==> config.mk <==
export PLATFORM = sky130hd
export DESIGN_NAME = deil_top
export DESIGN_NICKNAME = d
export VERILOG_FILES = /design/src/deil_pkg.sv /design/src/deil_channel.sv /design/src/deil_top.sv
export SDC_FILE = /design/constraint.sdc
export NUM_CORES = 1
export LEC_CHECK = 0
export BUFFER_PORTS_ARGS = -buffer_cell sky130_fd_sc_hd__buf_2
export CAP_MARGIN = 25
export CORE_AREA = 2 2 57 59
export CTS_CLUSTER_DIAMETER = 80
export DETAILED_ROUTE_END_ITERATION = 12
export DIE_AREA = 0 0 59 61
export PLACE_DENSITY = 0.8
export SETUP_SLACK_MARGIN = 0.1
export SKIP_LAST_GASP = 1
export SYNTH_ARGS = -nofsm -noshare
export SYNTH_HDL_FRONTEND = slang
export SYNTH_SLANG_ARGS = --single-unit
==> constraint.sdc <==
create_clock -name pclk -period 1.65 [get_ports pclk]
set_input_delay 0.0825 -clock pclk [delete_from_list [all_inputs] [get_ports pclk]]
set_output_delay 0.0825 -clock pclk [all_outputs]
set_load 0.02 [all_outputs]
==> src/deil_pkg.sv <==
// Contract
// - a falling edge on a channel pin sets that channel's latch.
// - a vector-fetch acknowledge clears only the latch of its own channel.
// - software writing one to a channel's acknowledge bit clears its latch.
// - reset clears every latch whatever level the pins show.
// - in edge-only mode the latch holds until its own channel's acknowledge or reset.
// - in edge-and-level mode the request stays until acknowledged and pin high.
// - reset clears latch and sensitivity select, even with the pin held low.
// - a set mask bit withholds the request from the priority logic.
// - the pending flag reads the request regardless of the mask.
// - a falling edge after a software acknowledge latches a new request.
// - the acknowledge bit is write-only and reads as zero.
// - the mask bit is read/write, one disables, reset clears it.
// - the sensitivity select is read/write, one adds low level, reset clears.
// - channel b pullup is off when its disable bit is one; channel a always on.
// - in break state software acknowledge works only with break clear enable set.
// - a latch cleared during break stays cleared after break ends.
// - channel a pin level goes to the branch-test logic, channel b never.
// - the processor global interrupt mask also suppresses external requests.
// - bits: select 0, mask 1, acknowledge 2, pending 3, b pullup-disable 6.
package deil_pkg;
  localparam int          ADDR_W    = 12;
  localparam int          REG_W     = 8;
  localparam int          DATA_W    = 32;
  localparam int          NCH       = 2;
  localparam int          CH_A      = 0;
  localparam int          CH_B      = 1;
  // printed offsets are register indices; byte address is four times that
  localparam logic [7:0]  IDX_B     = 8'h1c;
  localparam logic [7:0]  IDX_A     = 8'h1e;
  localparam logic [ADDR_W-1:0] ADDR_B = {2'h0, IDX_B, 2'h0};
  localparam logic [ADDR_W-1:0] ADDR_A = {2'h0, IDX_A, 2'h0};
  localparam int          BIT_MODE  = 0;
  localparam int          BIT_MASK  = 1;
  localparam int          BIT_ACK   = 2;
  localparam int          BIT_FLAG  = 3;
  localparam int          BIT_PUD   = 6;
  localparam logic        PIN_IDLE  = 1'b1;
  // edges after reset release before the edge detector trusts its samples
  localparam int          SYNC_FILL = 3;
  localparam logic [REG_W-1:0] REG_RESET = 8'h00;

  typedef struct packed {
    logic mask;
    logic level_sense;
  } deil_chan_ctrl_s;

  localparam deil_chan_ctrl_s CTRL_RESET = '{mask: 1'b0, level_sense: 1'b0};
endpackage

==> src/deil_channel.sv <==
`timescale 1ns/1ns
`default_nettype none
module deil_channel (
  input  wire logic pclk,
  input  wire logic presetn,
  input  wire logic pin_n,
  input  wire logic level_sense,
  input  wire logic vec_ack,
  input  wire logic soft_ack,
  output logic      pin_sync,
  output logic      fall,
  output logic      pending
);
  logic s1_r, s1_nxt;
  logic s2_r, s2_nxt;
  logic prev_r, prev_nxt;
  logic latch_r, latch_nxt;
  logic [deil_pkg::SYNC_FILL-1:0] arm_r, arm_nxt;

  always_comb
  begin
    s1_nxt   = pin_n;
    s2_nxt   = s1_r;
    prev_nxt = s2_r;
    arm_nxt  = {arm_r[deil_pkg::SYNC_FILL-2:0], 1'b1};
    // set beats a clear arriving in the same cycle
    latch_nxt = fall | (latch_r & ~(vec_ack | soft_ack));
  end

  always_ff @(posedge pclk or negedge presetn)
  begin
    if (!presetn)
    begin
      s1_r    <= deil_pkg::PIN_IDLE;
      s2_r    <= deil_pkg::PIN_IDLE;
      prev_r  <= deil_pkg::PIN_IDLE;
      latch_r <= 1'b0;
      arm_r   <= '0;
    end
    else
    begin
      arm_r   <= arm_nxt;
      s1_r    <= s1_nxt;
      s2_r    <= s2_nxt;
      prev_r  <= prev_nxt;
      latch_r <= latch_nxt;
    end
  end

  // a pin already low at reset release is not an edge: wait until prev holds a real sample
  assign fall     = prev_r & ~s2_r & arm_r[deil_pkg::SYNC_FILL-1];
  assign pin_sync = s2_r;
  // in level mode a low level keeps the request alive after an acknowledge
  assign pending  = latch_r | (level_sense & ~s2_r);
endmodule
`default_nettype wire

==> src/deil_top.sv <==
// Added by the designer: the APB slave port.
`timescale 1ns/1ns
`default_nettype none
module deil_top #(
  parameter int ADDR_W = deil_pkg::ADDR_W
) (
  input  wire logic              pclk,
  input  wire logic              presetn,
  input  wire logic              psel,
  input  wire logic              penable,
  input  wire logic              pwrite,
  input  wire logic [ADDR_W-1:0] paddr,
  input  wire logic [31:0]       pwdata,
  output logic      [31:0]       prdata,
  output logic                   pready,
  output logic                   pslverr,
  input  wire logic              ext_int_pin_a,
  input  wire logic              ext_int_pin_b,
  input  wire logic              vector_ack_a,
  input  wire logic              vector_ack_b,
  input  wire logic              break_state,
  input  wire logic              break_clear_enable,
  input  wire logic              cpu_int_mask,
  output logic                   irq_request_a,
  output logic                   irq_request_b,
  output logic                   pin_level_a,
  output logic                   pullup_en_a,
  output logic                   pullup_en_b
);
  localparam int NCH = deil_pkg::NCH;
  localparam int CA  = deil_pkg::CH_A;
  localparam int CB  = deil_pkg::CH_B;

  deil_pkg::deil_chan_ctrl_s ctrl_r [NCH];
  deil_pkg::deil_chan_ctrl_s ctrl_nxt [NCH];
  logic                      pud_b_r;
  logic                      pud_b_nxt;
  logic [31:0]               prdata_r;
  logic [31:0]               prdata_nxt;
  logic [NCH-1:0]            irq_r;
  logic [NCH-1:0]            irq_nxt;
  logic                      pin_level_a_r;
  logic                      pin_level_a_nxt;

  logic [NCH-1:0]            pins_n;
  logic [NCH-1:0]            vec_ack;
  logic [NCH-1:0]            soft_ack;
  logic [NCH-1:0]            pin_sync;
  logic [NCH-1:0]            fall;
  logic [NCH-1:0]            pending;
  logic [NCH-1:0]            sel;
  logic                      hit;
  logic                      setup;
  logic                      access;
  logic                      wr_en;
  logic                      ack_allowed;

  assign pins_n  = {ext_int_pin_b, ext_int_pin_a};
  assign vec_ack = {vector_ack_b, vector_ack_a};

  // address decode
  assign sel[CA] = (paddr == deil_pkg::ADDR_A);
  assign sel[CB] = (paddr == deil_pkg::ADDR_B);
  assign hit     = |sel;
  assign setup   = psel & ~penable;
  assign access  = psel & penable;
  // zero-wait slave: every access completes in its first access cycle
  assign pready  = 1'b1;
  assign pslverr = access & ~hit;
  assign wr_en   = access & pwrite & pready;

  // acknowledges written in break are dropped unless enabled; a latch
  // cleared then just stays cleared, nothing restores it afterwards
  assign ack_allowed = ~break_state | break_clear_enable;

  genvar g;
  generate
    for (g = 0; g < NCH; g++)
    begin : g_ch
      assign soft_ack[g] = wr_en & sel[g] & pwdata[deil_pkg::BIT_ACK]
                           & ack_allowed;
      deil_channel u_ch (
        .pclk        (pclk),
        .presetn     (presetn),
        .pin_n       (pins_n[g]),
        .level_sense (ctrl_r[g].level_sense),
        .vec_ack     (vec_ack[g]),
        .soft_ack    (soft_ack[g]),
        .pin_sync    (pin_sync[g]),
        .fall        (fall[g]),
        .pending     (pending[g])
      );
    end
  endgenerate

  // control registers
  always_comb
  begin
    for (int i = 0; i < NCH; i++)
    begin
      ctrl_nxt[i] = ctrl_r[i];
      if (wr_en && sel[i])
      begin
        ctrl_nxt[i].mask        = pwdata[deil_pkg::BIT_MASK];
        ctrl_nxt[i].level_sense = pwdata[deil_pkg::BIT_MODE];
      end
    end
    pud_b_nxt = pud_b_r;
    if (wr_en && sel[CB])
    begin
      pud_b_nxt = pwdata[deil_pkg::BIT_PUD];
    end
  end

  always_ff @(posedge pclk or negedge presetn)
  begin
    if (!presetn)
    begin
      for (int i = 0; i < NCH; i++)
      begin
        ctrl_r[i] <= deil_pkg::CTRL_RESET;
      end
      pud_b_r <= 1'b0;
    end
    else
    begin
      for (int i = 0; i < NCH; i++)
      begin
        ctrl_r[i] <= ctrl_nxt[i];
      end
      pud_b_r <= pud_b_nxt;
    end
  end

  // read data, captured in the setup cycle so it is ready for access
  always_comb
  begin
    logic [deil_pkg::REG_W-1:0] rd;
    rd = deil_pkg::REG_RESET;
    prdata_nxt = prdata_r;
    for (int i = 0; i < NCH; i++)
    begin
      if (sel[i])
      begin
        rd[deil_pkg::BIT_MODE] = ctrl_r[i].level_sense;
        rd[deil_pkg::BIT_MASK] = ctrl_r[i].mask;
        rd[deil_pkg::BIT_FLAG] = pending[i];
      end
    end
    // acknowledge bit and all other bits except b's pullup-disable stay zero on read
    if (sel[CB])
    begin
      rd[deil_pkg::BIT_PUD] = pud_b_r;
    end
    if (setup && !pwrite)
    begin
      prdata_nxt = {{(32 - deil_pkg::REG_W){1'b0}}, rd};
    end
  end

  always_ff @(posedge pclk or negedge presetn)
  begin
    if (!presetn)
    begin
      prdata_r <= 32'h0000_0000;
    end
    else
    begin
      prdata_r <= prdata_nxt;
    end
  end

  assign prdata = prdata_r;

  // requests to the priority logic, plus branch-test level
  always_comb
  begin
    for (int i = 0; i < NCH; i++)
    begin
      irq_nxt[i] = pending[i] & ~ctrl_r[i].mask & ~cpu_int_mask;
    end
    // only channel a feeds the branch-test path
    pin_level_a_nxt = pin_sync[CA];
  end

  always_ff @(posedge pclk or negedge presetn)
  begin
    if (!presetn)
    begin
      irq_r         <= '0;
      pin_level_a_r <= deil_pkg::PIN_IDLE;
    end
    else
    begin
      irq_r         <= irq_nxt;
      pin_level_a_r <= pin_level_a_nxt;
    end
  end

  assign irq_request_a = irq_r[CA];
  assign irq_request_b = irq_r[CB];
  assign pin_level_a   = pin_level_a_r;
  assign pullup_en_a   = 1'b1;
  assign pullup_en_b   = ~pud_b_r;
endmodule
`default_nettype wire

### Word level (Yosys, flattened, before mapping)

Cells that the tools add are included.

* bits in registers: 25
* input bits: 56

* equality and inequality tests: 2
* mux-type cells: 5
* bitwise logic cells: 40
* reductions and logical operators: 5

Operators by type and width (count)
* == test 12 x 7 -> 1 bit, second input constant: 2
* bitwise AND 1 bit: 22
* NOT 1 bit: 11
* OR 1 bit: 7
* 2-to-1 mux 2 bit: 2
* logical AND 1 bit: 3
* 2-to-1 mux 1 bit: 3
* OR reduction 2 bit: 1
* zero test 1 bit: 1

### Logic depth before layout (Yosys ltp)

* depth in word-level cells: 9
* mapped depth: 4

### Modules after synthesis

A second synthesis with hierarchy kept.

* cells, all modules: 111
* area total of the unflattened synthesis: 1291.2 µm²

Modules (own cells, without submodules)
* deil_top: times used 1, cells an instance 83, area each 863.3 µm², seq. area each 301.5 µm²
* deil_channel: times used 2, cells an instance 14, area each 214.0 µm², seq. area each 178.9 µm²

### Worst setup path before layout

No wires, ideal clock.

* path kind: reg2reg
* start point: reg g_ch[1].u_ch.s2_r
* end point: reg g_ch[1].u_ch.latch_r
* setup time: 0.131 ns
* arrival time: 0.894 ns
* data required time: 1.519 ns
* slack: 0.624 ns
* stages on the path, launching flop included: 3
* clock period less this slack: 1.026 ns
* cell sequence: dfstp_2 -> nor2_1 -> or3_1

* cells in the longest elaborated chain, start to end: 4

Ends and longest elaborated chain
* start, declared: RTL line deil_channel.sv:15 `logic s2_r, s2_nxt;`
* start signal, assigned: RTL line deil_channel.sv:35 `s2_r <= deil_pkg::PIN_IDLE;`
* start signal, assigned: RTL line deil_channel.sv:44 `s2_r <= s2_nxt;`
* NOT 1 bit: RTL line deil_channel.sv:51 `assign fall = prev_r & ~s2_r & arm_r[deil_pkg::SYNC_FILL-1];`
* bitwise AND 1 bit (2 in a row): RTL line deil_channel.sv:51
* OR 1 bit: RTL line deil_channel.sv:27 `latch_nxt = fall | (latch_r & ~(vec_ack | soft_ack));`
* net g_ch[1].u_ch.latch_nxt: RTL line deil_channel.sv:17 `logic latch_r, latch_nxt;`
* end signal, assigned: RTL line deil_channel.sv:46 `latch_r <= latch_nxt;`
* end, declared: RTL line deil_channel.sv:17

The timed path passes the listed nets, and every way through them passes these cells.
A chain may end at the register's enable or synchronous reset.

### Final worst setup path

* start point: in paddr[9]
* end point: out pslverr

* cells in the longest elaborated chain, start to end: 4
* elaborated cells on any way between the ends: 5
* those cells by class: eq/ne (2); bitwise (2); reduce/logical (1)

Ends and longest elaborated chain
* start, declared: RTL line deil_top.sv:12 `input wire logic [ADDR_W-1:0] paddr,`
* == test 12 x 7 -> 1 bit, on equally long branches: RTL line deil_top.sv:62, deil_top.sv:63
* OR reduction 2 bit *: RTL line deil_top.sv:64 `assign hit = |sel;`
* NOT 1 bit *: RTL line deil_top.sv:69 `assign pslverr = access & ~hit;`
* bitwise AND 1 bit *: RTL line deil_top.sv:69
* end, declared: RTL line deil_top.sv:16 `output logic pslverr,`

Mark *: on every way between the ends. The rest lies on a longest branch, timed or not.

==> results.sh <==
export IMPL_slowest_stage="nor4_4"
export IMPL_cts_buffer_depth=2
export IMPL_synthArstFlopShare_pct=100
export IMPL_ios=95
export IMPL_drc=0
export IMPL_hold_class="input port to flop"
export IMPL_reg2reg_from="g_ch[1].u_ch.pin_sync"
export IMPL_drv_slew=0
export IMPL_yosys_top_cells_area="dfrtp_1 (34%), buf_4 (19%), dfstp_2 (14%), mux2_2 (4.8%), buf_6 (1.9%)"
export IMPL_insertedDiodeCount=0
export IMPL_use_met1_pct=12.1
export IMPL_power_density_mw_per_mm2=786
export IMPL_area_growth_pct=15.4
export IMPL_cp_arrival_ps=1220
export IMPL_grt_pass1_vias=753
export IMPL_setup_tns_ps=0
export IMPL_die_h_um=61
export IMPL_dieArea_mm2=0.00360
export IMPL_coreArea_mm2=0.00295
export IMPL_num_vias=809
export IMPL_min_period_ps=1300
export IMPL_postCtsResizedCells=0
export IMPL_post_route_util_pct=45.5
export IMPL_critical_path_class="input port to output port"
export IMPL_busiest_layer="met2"
export IMPL_synth_top_cell_area_share_pct=34.4
export IMPL_gp_congestion=0.750
export IMPL_yosysWarnings=0
export IMPL_rsz0062_at_grt="no"
export IMPL_synthCells=104
export IMPL_syn_avg_cell_area_um2=11.2
export IMPL_grt_antenna_before_repair=0
export IMPL_min_to="ctrl_r[2]"
export IMPL_crit_family="simple AND/OR/NAND/NOR gates"
export IMPL_drt_iter0_markers=12
export IMPL_cts_sinks=22
export IMPL_rr_worst_depth=2
export IMPL_cts_tree="yes"
export IMPL_power_leakage_nw=0.705
export IMPL_synth_most_common_cell="buf_4"
export IMPL_setup_violations=0
export IMPL_yosys_area_top_type="dfrtp_1"
export IMPL_crit_fanout=5
export IMPL_drtPass1Iterations=4
export IMPL_cts_hold_buf=6
export IMPL_p_total_w=0.00106
export IMPL_num_rows=20
export IMPL_synth_distinct_cells=31
export IMPL_met2_usage_pct=22.1
export IMPL_antenna_left=0
export IMPL_setup_worst_path_start_class="input port"
export IMPL_required_ps=1570
export IMPL_die_x_um=59
export IMPL_h_tree_depth=1
export IMPL_hold_slack_ps=12.8
export IMPL_grt_util_met3_pct=2.99
export IMPL_netlist_top_cells_count="buf_4 (30), dfrtp_1 (16), dfstp_2 (6), nand2_1 (6), mux2_2 (5)"
export IMPL_status="finished, final reports clean"
export IMPL_clkTransAtPathRegs_ps=110
export IMPL_min_period_over_period_pct=78.7
export IMPL_endpoint_kind="output port"
export IMPL_skew_ps=1.68
export IMPL_clk_root_buffer_cell="clkbuf_4"
export IMPL_dp_hpwl_um=1620
export IMPL_rrSetupSlack_ps=550
export IMPL_synth_edf_count=0
export IMPL_min_path_cells=2
export IMPL_reg2reg_to="g_ch[1].u_ch.latch_r"
export IMPL_drive_above_1_share_pct=37.4
export IMPL_start_util_pct=39.4
export IMPL_slowest_delay_ps=340
export IMPL_synth_ff_type="dfrtp_1"
export IMPL_hold_viol=0
export IMPL_fin_area_mm2=0.00134
export IMPL_wire_per_inst_um=11.2
export IMPL_grt_usage_pct=11.9
export IMPL_port_buffers=36
export IMPL_holdCritStartpoint="pwdata[0]"
export IMPL_cts_buffers=3
export IMPL_maxCapViolCount=0
export IMPL_yosysSeqAreaShare_pct=47.9
export IMPL_finalNetCount=204
export IMPL_worstPathCellList="buf_2 > nor4_4 > nand3_1 > and3_2 > buf_2"
export IMPL_fmax_mhz=770
export IMPL_grt_max_degree=23
export IMPL_crit_path_frequent_cell="buf_2"
export IMPL_post_cts_buffers=0
export IMPL_dpl_cell_area_mm2=0.00125
export IMPL_grt_pass1_wl_um=3110
export IMPL_routed_wirelength_um=2010
export IMPL_syn_cell_area_mm2=0.00116
export IMPL_synth_seq_cells=22
export IMPL_viasPerCell=4.49
export IMPL_overflow=0
export IMPL_clk_latency_ps=310
export IMPL_peakVddDrop_mv=0.329
export IMPL_crit_buf_inv=2
[state kept, by name, indices dropped and copies added (netlist names)]
signal	count
prdata	4
g_ch.u_ch.prev_r	2
g_ch.u_ch.latch_r	2
ctrl_r	4
g_ch.u_ch.s1_r	2
g_ch.u_ch.pin_sync	2
irq_r	2
pud_b_r	1
g_ch.u_ch.arm_r	3
[area by class of cell]
class                           instances  area (um^2)
Timing Repair Buffer                   42          240
Sequential cell                        22          558
Clock buffer                            4         36.3
Inverter                                1         3.75
Multi-Input combinational cell         78          464
Fill cell                             276         1610
Tap cell                               33         41.3
[worst reg2reg max path: cells and delay by family (launching register included)]
family / cells / cell delay [ps]
simple gates: 2 / 420
flops: 1 / 570
[through the flow]
stage | instances | worst slack [ps]
final | 180 | 352
after global routing | 180 | 284
after CTS | 180 | 346
after detailed placement | 170 | 359
after global placement | 170 | 349
after floorplan | 133 | 624
[worst max-delay path by stage]
| stage | start | end | slack (ps) | cells past startpoint |
|---|---|---|---|---|
| after floorplan | g_ch[1].u_ch.pin_sync | g_ch[1].u_ch.latch_r | 620 | 2 |
| after detailed placement | paddr[9] | pslverr | 360 | 5 |
| after global placement | paddr[9] | pslverr | 350 | 5 |
| final | paddr[9] | pslverr | 350 | 5 |
| after global routing | paddr[9] | pslverr | 280 | 5 |
| after CTS | paddr[9] | pslverr | 350 | 5 |
[logic make-up (layout without fill, tap and decap cells)]
group           Yosys count  count (layout)  share of synthesized area, %
buf+inv                  33              47                          21.6
simple gates             31              31                          16.6
flops                    22              22                          47.9
compound gates            9               9                          6.66
mux                       7               7                          6.55
other cells               2              31                         0.645
[cell usage in the layout, fill, tap and decap left out, drive strengths merged, types with 2 or more instances in the layout]
cell,count
dlygate4sd3,6
nand2b,2
dfrtp,16
dfstp,6
and3,2
mux2i,2
mux2,5
conb,31
buf,36
nor4,2
o31ai,3
nor3,3
nor2,4
nand2,6
clkbuf,4
nand4,2
nor2b,3
and4b,2
[metal layers]
metal  vias to the layer above  share of wire [%]
met5                         -                  0
met4                         0                2.1
met3                         3                9.4
met2                        51                 48
met1                       373                 40
li1                        382                  -
[report_power, final]
group	internal, W	switching [W]
clock	0.000135	0.000161
combinational	0.0000600	0.000120
sequential	0.000568	0.0000116
total	0.000763	0.000293
Power figures use the tool's default switching activity.
